File: config.mk
export PLATFORM = sky130hd
export DESIGN_NAME = mcs_client_stats
export DESIGN_NICKNAME = d
export VERILOG_FILES = /design/src/hw/mcs_pkg.sv /design/src/hw/mcs_client_stats.sv
export SDC_FILE = /design/constraint.sdc
export NUM_CORES = 1
export LEC_CHECK = 0
export ABC_AREA = 1
export BUFFER_PORTS_ARGS = -buffer_cell sky130_fd_sc_hd__buf_2
export CORE_MARGIN = 4
export CORE_UTILIZATION = 45
export DETAILED_ROUTE_END_ITERATION = 8
export GPL_ROUTABILITY_DRIVEN = 0
export PLACE_DENSITY = 0.7
export REMOVE_ABC_BUFFERS = 1
export SKIP_CTS_REPAIR_TIMING = 1
export SLEW_MARGIN = 20
export SYNTH_ARGS = -nofsm -noshare
export SYNTH_HDL_FRONTEND = slang
export SYNTH_SLANG_ARGS = --single-unit
File: constraint.sdc
create_clock -name pclk -period 1.6 [get_ports pclk]
set_input_delay 0.24 -clock pclk [delete_from_list [all_inputs] [get_ports pclk]]
set_output_delay 0.24 -clock pclk [all_outputs]
set_load 0.01 [all_outputs]
File: src/hw/mcs_pkg.sv
/*
  Shared constants and carrier types for the MAC client statistics and
  receive stream block. Assumes a single clock domain and an APB master.
*/
package mcs_pkg;

  // Transmit statistics word bit positions.
  localparam int unsigned B_PAUSE  = 31;
  localparam int unsigned B_BYTE   = 30;
  localparam int unsigned B_RSV_HI = 29;
  localparam int unsigned B_ATT_LO = 25;
  localparam int unsigned B_RSV_LO = 24;
  localparam int unsigned B_XCOL   = 23;
  localparam int unsigned B_LCOL   = 22;
  localparam int unsigned B_XDEF   = 21;
  localparam int unsigned B_DEF    = 20;
  localparam int unsigned B_VLAN   = 19;
  localparam int unsigned B_LEN_LO = 5;
  localparam int unsigned B_CTRL   = 4;
  localparam int unsigned B_UNDR   = 3;
  localparam int unsigned B_MC     = 2;
  localparam int unsigned B_BC     = 1;
  localparam int unsigned B_OK     = 0;

  // Frame field positions and values.
  localparam logic [13:0] LEN_SAT  = 14'h3FF0;
  localparam logic [13:0] IDX_DA0  = 14'h0000;
  localparam logic [13:0] IDX_DA5  = 14'h0005;
  localparam logic [13:0] IDX_TYH  = 14'h000C;
  localparam logic [13:0] IDX_TYL  = 14'h000D;
  localparam logic [15:0] TYPE_CTL = 16'h8808;
  localparam logic [15:0] TYPE_VLN = 16'h8100;
  localparam logic [7:0]  BYTE_BC  = 8'hFF;
  localparam logic [3:0]  ATT_MAX  = 4'hF;
  localparam logic [4:0]  COL_LIM  = 5'h0F;
  localparam logic [4:0]  COL_SAT  = 5'h10;

  // Register offsets and reset values.
  localparam logic [7:0]  OFS_CTRL  = 8'h00;
  localparam logic [7:0]  OFS_FILT  = 8'h04;
  localparam logic [7:0]  OFS_TXST  = 8'h08;
  localparam logic [7:0]  OFS_RXST  = 8'h0C;
  localparam logic [7:0]  OFS_TXCNT = 8'h10;
  localparam logic [7:0]  OFS_RXCNT = 8'h14;
  localparam logic [1:0]  CTRL_RST  = 2'h3;
  localparam int unsigned CTRL_VLAN = 0;
  localparam int unsigned CTRL_AV   = 1;

  // Per-cycle events from the transmit engine.
  typedef struct packed {
    logic       pause_gen;
    logic       byte_act;
    logic [7:0] tx_byte;
    logic       attempt;
    logic       collision;
    logic       late_col;
    logic       deferred;
    logic       defer_limit_hit;
    logic       underrun;
    logic       frame_end;
  } mcs_tx_ev_t;

  // Received bytes from the receive engine.
  typedef struct packed {
    logic       valid;
    logic [7:0] data;
    logic       last;
    logic       err;
    logic       av;
  } mcs_rx_in_t;

  // One byte-wide stream beat.
  typedef struct packed {
    logic [7:0] tdata;
    logic       tvalid;
    logic       tlast;
    logic       tuser;
  } mcs_axis_t;

endpackage

File: src/hw/mcs_client_stats.sv
/*
  Client-side transmit statistics, receive streams and receive statistics
  of an Ethernet MAC, with an APB register window.
  Assumes the transmit and receive engines drive their inputs from pclk.
*/
`timescale 1ns/1ps
module mcs_client_stats #(
  parameter int unsigned NFILT = 4,
  parameter bit          AV_EN = 1'b1
) (
  // Clock and reset.
  input  wire logic                   pclk,
  input  wire logic                   presetn,
  // APB slave.
  input  wire logic [7:0]             paddr,
  input  wire logic                   psel,
  input  wire logic                   penable,
  input  wire logic                   pwrite,
  input  wire logic [31:0]            pwdata,
  output logic      [31:0]            prdata,
  output logic                        pready,
  output logic                        pslverr,
  // Transmit engine events and statistics.
  input  wire mcs_pkg::mcs_tx_ev_t    tx_ev,
  output logic      [31:0]            tx_stats_vec,
  output logic                        tx_stats_valid,
  // Receive engine inputs.
  input  wire mcs_pkg::mcs_rx_in_t    rx_in,
  input  wire logic [NFILT-1:0]       rx_filt_match,
  input  wire logic [27:0]            rx_stats_in,
  input  wire logic                   rx_stats_done,
  // Main receive stream.
  output mcs_pkg::mcs_axis_t          rx_axis,
  output logic      [NFILT-1:0]       rx_filt_tuser,
  // AV receive stream.
  output logic      [7:0]             av_recv_byte_out,
  output logic                        av_recv_valid,
  output logic                        av_recv_last,
  output logic                        av_recv_err,
  // Receive statistics.
  output logic      [27:0]            rx_stats_vec,
  output logic                        rx_stats_valid
);

  function automatic logic reg_hit(input logic [7:0] a);
    reg_hit = (a == mcs_pkg::OFS_CTRL) || (a == mcs_pkg::OFS_FILT) ||
              (a == mcs_pkg::OFS_TXST) || (a == mcs_pkg::OFS_RXST) ||
              (a == mcs_pkg::OFS_TXCNT) || (a == mcs_pkg::OFS_RXCNT);
  endfunction

  logic [1:0]       ctrl_ff;
  logic [NFILT-1:0] filt_en_ff;
  logic [31:0]      tx_cnt_ff;
  logic [31:0]      rx_cnt_ff;
  logic [31:0]      prdata_ff;
  logic [31:0]      rdata;
  logic             wr_en;

  // Transmit frame accumulators.
  logic [13:0]      len_ff;
  logic             in_frame_ff;
  logic [3:0]       att_ff;
  logic             col_now_ff;
  logic [4:0]       streak_ff;
  logic             lcol_ff;
  logic             def_ff;
  logic             xdef_ff;
  logic             undr_ff;
  logic             pause_ff;
  logic             mc_ff;
  logic             bc_ff;
  logic [7:0]       type_hi_ff;
  logic             ctl_ff;
  logic             vlan_ff;
  logic [31:0]      tx_stats_ff;
  logic             tx_valid_ff;
  logic [31:0]      nxt_tx_stats;
  logic             col_any;
  logic             xcol;
  logic             lcol;
  logic             xdef;
  logic             undr;

  // Receive side registers.
  mcs_pkg::mcs_axis_t rx_axis_ff;
  logic [NFILT-1:0] filt_tag_ff;
  logic [7:0]       av_data_ff;
  logic             av_valid_ff;
  logic             av_last_ff;
  logic             av_err_ff;
  logic [27:0]      rx_stats_ff;
  logic             rx_stats_vld_ff;
  logic             to_av;

  // APB: zero wait states, error on unmapped offsets.
  assign pready  = 1'b1;
  assign pslverr = psel && penable && !reg_hit(paddr);
  assign wr_en   = psel && penable && pwrite && reg_hit(paddr);
  assign prdata  = prdata_ff;

  always_comb begin
    rdata = 32'h0000_0000;
    unique case (paddr)
      mcs_pkg::OFS_CTRL:  rdata = {30'h0000_0000, ctrl_ff};
      mcs_pkg::OFS_FILT:  rdata = 32'(filt_en_ff);
      mcs_pkg::OFS_TXST:  rdata = tx_stats_ff;
      mcs_pkg::OFS_RXST:  rdata = {4'h0, rx_stats_ff};
      mcs_pkg::OFS_TXCNT: rdata = tx_cnt_ff;
      mcs_pkg::OFS_RXCNT: rdata = rx_cnt_ff;
      default:            rdata = 32'h0000_0000;
    endcase
  end

  // Read data is latched in the setup cycle so it is stable for the access.
  always_ff @(posedge pclk or negedge presetn) begin
    if (!presetn) begin
      prdata_ff <= 32'h0000_0000;
    end else if (psel && !penable && !pwrite) begin
      prdata_ff <= rdata;
    end
  end

  always_ff @(posedge pclk or negedge presetn) begin
    if (!presetn) begin
      ctrl_ff    <= mcs_pkg::CTRL_RST;
      filt_en_ff <= '0;
    end else if (wr_en) begin
      if (paddr == mcs_pkg::OFS_CTRL) begin
        ctrl_ff <= pwdata[1:0];
      end
      if (paddr == mcs_pkg::OFS_FILT) begin
        filt_en_ff <= pwdata[NFILT-1:0];
      end
    end
  end

  always_ff @(posedge pclk or negedge presetn) begin
    if (!presetn) begin
      tx_cnt_ff <= 32'h0000_0000;
      rx_cnt_ff <= 32'h0000_0000;
    end else begin
      if (tx_ev.frame_end) begin
        tx_cnt_ff <= tx_cnt_ff + 32'h0000_0001;
      end
      if (rx_stats_done) begin
        rx_cnt_ff <= rx_cnt_ff + 32'h0000_0001;
      end
    end
  end

  // Each new attempt restarts the byte-level decode of the frame.
  always_ff @(posedge pclk or negedge presetn) begin
    if (!presetn) begin
      len_ff     <= 14'h0000;
      mc_ff      <= 1'b0;
      bc_ff      <= 1'b0;
      type_hi_ff <= 8'h00;
      ctl_ff     <= 1'b0;
      vlan_ff    <= 1'b0;
    end else if (tx_ev.attempt || tx_ev.frame_end) begin
      len_ff     <= 14'h0000;
      mc_ff      <= 1'b0;
      bc_ff      <= 1'b0;
      type_hi_ff <= 8'h00;
      ctl_ff     <= 1'b0;
      vlan_ff    <= 1'b0;
    end else if (tx_ev.byte_act) begin
      if (len_ff != mcs_pkg::LEN_SAT) begin
        len_ff <= len_ff + 14'h0001;
      end
      if (len_ff == mcs_pkg::IDX_DA0) begin
        mc_ff <= tx_ev.tx_byte[0];
        bc_ff <= (tx_ev.tx_byte == mcs_pkg::BYTE_BC);
      end else if (len_ff <= mcs_pkg::IDX_DA5) begin
        bc_ff <= bc_ff && (tx_ev.tx_byte == mcs_pkg::BYTE_BC);
      end
      if (len_ff == mcs_pkg::IDX_TYH) begin
        type_hi_ff <= tx_ev.tx_byte;
      end
      if (len_ff == mcs_pkg::IDX_TYL) begin
        ctl_ff  <= ({type_hi_ff, tx_ev.tx_byte} == mcs_pkg::TYPE_CTL);
        vlan_ff <= ({type_hi_ff, tx_ev.tx_byte} == mcs_pkg::TYPE_VLN);
      end
    end
  end

  // Attempt count and collision streak across retries of one frame.
  // The streak only counts attempts already finished; the attempt in flight
  // joins it at frame end through col_any, which saves a second counter.
  always_ff @(posedge pclk or negedge presetn) begin
    if (!presetn) begin
      in_frame_ff <= 1'b0;
      att_ff      <= 4'h0;
      col_now_ff  <= 1'b0;
      streak_ff   <= 5'h00;
    end else if (tx_ev.frame_end) begin
      in_frame_ff <= 1'b0;
      att_ff      <= 4'h0;
      col_now_ff  <= 1'b0;
      streak_ff   <= 5'h00;
    end else begin
      if (tx_ev.attempt) begin
        in_frame_ff <= 1'b1;
        col_now_ff  <= tx_ev.collision;
        if (in_frame_ff) begin
          if (att_ff != mcs_pkg::ATT_MAX) begin
            att_ff <= att_ff + 4'h1;
          end
          if (col_now_ff && streak_ff != mcs_pkg::COL_SAT) begin
            streak_ff <= streak_ff + 5'h01;
          end else if (!col_now_ff) begin
            streak_ff <= 5'h00;
          end
        end
      end else if (tx_ev.collision) begin
        col_now_ff <= 1'b1;
      end
    end
  end

  // Sticky per-frame flags; an event in the closing cycle still counts.
  always_ff @(posedge pclk or negedge presetn) begin
    if (!presetn) begin
      lcol_ff  <= 1'b0;
      def_ff   <= 1'b0;
      xdef_ff  <= 1'b0;
      undr_ff  <= 1'b0;
      pause_ff <= 1'b0;
    end else if (tx_ev.frame_end) begin
      lcol_ff  <= 1'b0;
      def_ff   <= 1'b0;
      xdef_ff  <= 1'b0;
      undr_ff  <= 1'b0;
      pause_ff <= 1'b0;
    end else begin
      lcol_ff  <= lcol_ff || tx_ev.late_col;
      def_ff   <= def_ff || tx_ev.deferred;
      xdef_ff  <= xdef_ff || tx_ev.defer_limit_hit;
      undr_ff  <= undr_ff || tx_ev.underrun;
      pause_ff <= pause_ff || tx_ev.pause_gen;
    end
  end

  assign col_any = col_now_ff || tx_ev.collision;
  assign xcol    = col_any && (streak_ff >= mcs_pkg::COL_LIM);
  assign lcol    = lcol_ff || tx_ev.late_col;
  assign xdef    = xdef_ff || tx_ev.defer_limit_hit;
  assign undr    = undr_ff || tx_ev.underrun;

  // Bit 30 refreshes every cycle while the other fields wait for frame end,
  // so a client must sample the word only on the valid pulse.
  always_comb begin
    nxt_tx_stats = tx_stats_ff;
    nxt_tx_stats[mcs_pkg::B_BYTE] = tx_ev.byte_act;
    if (tx_ev.frame_end) begin
      nxt_tx_stats[mcs_pkg::B_PAUSE] = pause_ff || tx_ev.pause_gen;
      nxt_tx_stats[mcs_pkg::B_ATT_LO +: 4] = att_ff;
      nxt_tx_stats[mcs_pkg::B_XCOL] = xcol;
      nxt_tx_stats[mcs_pkg::B_LCOL] = lcol;
      nxt_tx_stats[mcs_pkg::B_XDEF] = xdef;
      nxt_tx_stats[mcs_pkg::B_DEF] = def_ff || tx_ev.deferred;
      nxt_tx_stats[mcs_pkg::B_VLAN] = vlan_ff && ctrl_ff[mcs_pkg::CTRL_VLAN];
      nxt_tx_stats[mcs_pkg::B_LEN_LO +: 14] = len_ff;
      nxt_tx_stats[mcs_pkg::B_CTRL] = ctl_ff;
      nxt_tx_stats[mcs_pkg::B_UNDR] = undr;
      nxt_tx_stats[mcs_pkg::B_MC] = mc_ff && !bc_ff;
      nxt_tx_stats[mcs_pkg::B_BC] = bc_ff;
      nxt_tx_stats[mcs_pkg::B_OK] = !(xcol || lcol || xdef || undr);
    end
    nxt_tx_stats[mcs_pkg::B_RSV_HI] = 1'b0;
    nxt_tx_stats[mcs_pkg::B_RSV_LO] = 1'b0;
  end

  always_ff @(posedge pclk or negedge presetn) begin
    if (!presetn) begin
      tx_stats_ff <= 32'h0000_0000;
      tx_valid_ff <= 1'b0;
    end else begin
      tx_stats_ff <= nxt_tx_stats;
      tx_valid_ff <= tx_ev.frame_end;
    end
  end

  assign tx_stats_vec   = tx_stats_ff;
  assign tx_stats_valid = tx_valid_ff;

  // AV frames leave on the second stream only when built in and enabled.
  assign to_av = AV_EN && ctrl_ff[mcs_pkg::CTRL_AV] && rx_in.av;

  always_ff @(posedge pclk or negedge presetn) begin
    if (!presetn) begin
      rx_axis_ff <= '0;
    end else begin
      rx_axis_ff.tdata  <= rx_in.data;
      rx_axis_ff.tvalid <= rx_in.valid && !to_av;
      rx_axis_ff.tlast  <= rx_in.valid && !to_av && rx_in.last;
      rx_axis_ff.tuser  <= rx_in.valid && !to_av && rx_in.last && rx_in.err;
    end
  end

  always_ff @(posedge pclk or negedge presetn) begin
    if (!presetn) begin
      av_data_ff  <= 8'h00;
      av_valid_ff <= 1'b0;
      av_last_ff  <= 1'b0;
      av_err_ff   <= 1'b0;
    end else begin
      av_data_ff  <= rx_in.data;
      av_valid_ff <= rx_in.valid && to_av;
      av_last_ff  <= rx_in.valid && to_av && rx_in.last;
      av_err_ff   <= rx_in.valid && to_av && rx_in.last && rx_in.err;
    end
  end

  // A tag marks frames that an enabled filter rejected, so the client can drop them.
  for (genvar i = 0; i < NFILT; i++) begin : g_filt
    always_ff @(posedge pclk or negedge presetn) begin
      if (!presetn) begin
        filt_tag_ff[i] <= 1'b0;
      end else begin
        filt_tag_ff[i] <= rx_in.valid && rx_in.last && filt_en_ff[i] &&
                          !rx_filt_match[i];
      end
    end
  end

  always_ff @(posedge pclk or negedge presetn) begin
    if (!presetn) begin
      rx_stats_ff     <= 28'h000_0000;
      rx_stats_vld_ff <= 1'b0;
    end else begin
      rx_stats_vld_ff <= rx_stats_done;
      if (rx_stats_done) begin
        rx_stats_ff <= rx_stats_in;
      end
    end
  end

  // All receive outputs are high-true and come straight from flip-flops.
  assign rx_axis          = rx_axis_ff;
  assign rx_filt_tuser    = filt_tag_ff;
  assign av_recv_byte_out = av_data_ff;
  assign av_recv_valid    = av_valid_ff;
  assign av_recv_last     = av_last_ff;
  assign av_recv_err      = av_err_ff;
  assign rx_stats_vec     = rx_stats_ff;
  assign rx_stats_valid   = rx_stats_vld_ff;

endmodule

==> results.sh <==
export IMPL_wl_per_cell_um=15.9
export IMPL_finalNetCount=1816
export IMPL_hp_class="in2reg"
export IMPL_dr_pass1_iters=5
export IMPL_reg2reg_depth=7
export IMPL_synthArstFlopShare=1.00
export IMPL_instances_no_fill=2035
export IMPL_final_common_cell="nand2_1"
export IMPL_worstSetupStartpointType="flip-flop"
export IMPL_core_mm2=0.0237
export IMPL_yosys_area_share_simple=0.284
export IMPL_ys_warn_count=0
export IMPL_max_freq_mhz=660
export IMPL_placed_area_mm2=0.0128
export IMPL_finalHoldWorstSlack_ps=-4.23
export IMPL_grt_max_degree=57
export IMPL_cts_path_max_buffers=3
export IMPL_grt_usage=0.232
export IMPL_cp_end_kind="flip-flop"
export IMPL_via_per_inst=5.12
export IMPL_dieArea_mm2=0.0268
export IMPL_synth_ff_type="dfrtp_1"
export IMPL_reg2reg_slack_ps=80
export IMPL_area_delta_synth_final_pct=32.1
export IMPL_dp_hpwl_mm=23.3
export IMPL_grt_pass1_wl_mm=50.1
export IMPL_synthesis_instances=1380
export IMPL_pre_cts_slack_ps=8.00
export IMPL_synth_fa_ha_area_frac=0.0115
export IMPL_numCtsBuffers=25
export IMPL_cts_root_buffer="clkbuf_16"
export IMPL_fin_ws_ps=84.7
export IMPL_fin_worst_skew_ps=13.4
export IMPL_p_leak_nw=7.52
export IMPL_cts_max_level=1
export IMPL_setup_viol=0
export IMPL_status="complete, but fails checks"
export IMPL_most_common_layout_cells="nand2_1, dfrtp_1, buf_2"
export IMPL_hold_depth=3
export IMPL_slowest_delay_ps=370
export IMPL_path_class="reg2reg"
export IMPL_muxShareOfSynthArea=0
export IMPL_synth_top_area_cell="dfrtp_1"
export IMPL_rows=56
export IMPL_postLayoutCellArea_mm2=0.0144
export IMPL_synth_area_leaders="dfrtp_1, nand2_1, nand3_1"
export IMPL_die_w_um=164
export IMPL_io_buffer_count=197
export IMPL_vias=10400
export IMPL_synth_avg_cell_area_um2=7.91
export IMPL_synth_compound_area_frac=0.0746
export IMPL_finalSetupTns_ps=0
export IMPL_irDropWorstVdd_uv=788
export IMPL_violations="hold timing"
export IMPL_clock_sinks=222
export IMPL_wl_mm=32.4
export IMPL_powerDensity_mw_per_mm2=981
export IMPL_synth_top_area_frac=0.504
export IMPL_drcViolationCount=0
export IMPL_ys_ff_latch=222
export IMPL_ant_nets=0
export IMPL_grt_pass1_vias=9709
export IMPL_crit_fanout=4
export IMPL_synth_edff_count=0
export IMPL_yosys_cell_types_count=40
export IMPL_maxCapViolCount=0
export IMPL_worst_slew_pin_slew_ps=575
export IMPL_fin_crit_sh=0.947
export IMPL_maxSlewViolCount=0
export IMPL_relSlewSlack=0.617
export IMPL_rsz0062_at_grt="true"
export IMPL_cp_data_required_time_ps=2010
export IMPL_clk_pin_slew_worst_paths_ps=60
export IMPL_cts_tree="yes"
export IMPL_insertion_delay_ps=530
export IMPL_hold_violations=1
export IMPL_start_util=0.461
export IMPL_antenna_found_initial=0
export IMPL_path_cells="ha_1 > nand2_1 > nor2_1 > nand3b_1 > nor2_2 > nand3_1 > xor2_1"
export IMPL_synth_top_family_by_area="simple AND/OR/NAND/NOR gates"
export IMPL_drive_gt1_frac=0.213
export IMPL_diodes=0
export IMPL_drt_iter0_drc=762
export IMPL_netlist_area_mm2=0.0109
export IMPL_crit_slowest_cell="dfrtp_1"
export IMPL_synth_xor_area_frac=0.0425
export IMPL_arrival_ps=1920
export IMPL_finalPower_mw=14.1
export IMPL_final_min_clock_period_ps=1520
export IMPL_grt_ovfl_total=0
export IMPL_yosysSeqAreaShare=0.509
export IMPL_die_height_um=164
export IMPL_place_inst=1928
export IMPL_boundaryPins=229
==> flip-flops by register name, indices dropped and copies added, names as in the netlist, 5 cells and up <==
signal,count
type_hi_ff,8
rx_cnt_ff,32
prdata,32
tx_stats_vec,30
len_ff,14
rx_stats_vec,28
av_recv_byte_out,8
tx_cnt_ff,32
streak_ff,5
==> critical path: cells and delay by family, from the launching register on <==
kind	cells	cell delay, ps
and+or+nand+nor	5	700
DFF	1	370
adders and majority gates	1	170
xor gates and xnor gates	1	150
==> where the power goes <==
part | switching, mW | total (mW) | internal (mW) | leakage (nW)
registers | 0.315 | 6.28 | 5.96 | 2.85
clock network | 2.31 | 6.10 | 3.78 | 0.430
logic | 1.01 | 1.78 | 0.764 | 4.24
total | 3.64 | 14.1 | 10.5 | 7.52
==> Yosys cell counts (4+ instances only) <==
| master | number |
|---|---|
| nor2_2 | 8 |
| nor3_1 | 22 |
| o21ai_1 | 11 |
| buf_1 | 4 |
| o21ai_0 | 128 |
| nand4_1 | 20 |
| nor3b_1 | 4 |
| nand2_1 | 395 |
| buf_2 | 8 |
| clkbuf_1 | 24 |
| o211ai_1 | 4 |
| inv_1 | 153 |
| xnor2_1 | 8 |
| ha_1 | 10 |
| buf_4 | 11 |
| xor2_1 | 45 |
| nor2_1 | 122 |
| dfrtp_1 | 220 |
| nor2_4 | 4 |
| nand3_1 | 147 |
==> final cells by class <==
cell class / instances / area, um2
multi-input cells: 952 / 4590
clock inverters: 8 / 144
clock buffers: 36 / 727
repair buffers: 341 / 2410
fillers: 2114 / 9260
inverters: 157 / 594
flip-flops and latches: 222 / 5560
well taps: 319 / 399
==> cell families after synthesis <==
group	after synthesis
flops	222
buf+inv	207
other cells	2
simple gates	730
compound gates	156
fa+ha+maj	10
xor+xnor	53
==> routing by layer <==
metal,wire length [um],share of wire,global-route usage,up-vias
met5,0,0,0,-
met4,1040,0.032,0.0671,0
met3,1720,0.053,0.0289,83
met2,16200,0.50,0.401,361
met1,13400,0.41,0.310,4939
li1,-,-,-,5029
==> stage by stage <==
stage	hold WS, ps	util
6_report	-4.23	0.609
5_1_grt	36.7	0.609
4_1_cts	-373	0.579
3_5_place_dp	187	0.542
3_3_place_gp	194	0.542
2_1_floorplan	-55.6	-
==> final timing paths <==
path | startpoint | end
setup / recovery | rx_cnt_ff[0] | rx_cnt_ff[30]
hold reg to reg | ctl_ff | tx_stats_vec[4]
max in group asynchronous | presetn | ctrl_ff[0]
min in group asynchronous | presetn | av_recv_byte_out[0]
hold / removal | rx_stats_in[14] | rx_stats_vec[14]
setup reg to reg | rx_cnt_ff[0] | rx_cnt_ff[30]
(Power assumes the default switching activity.)
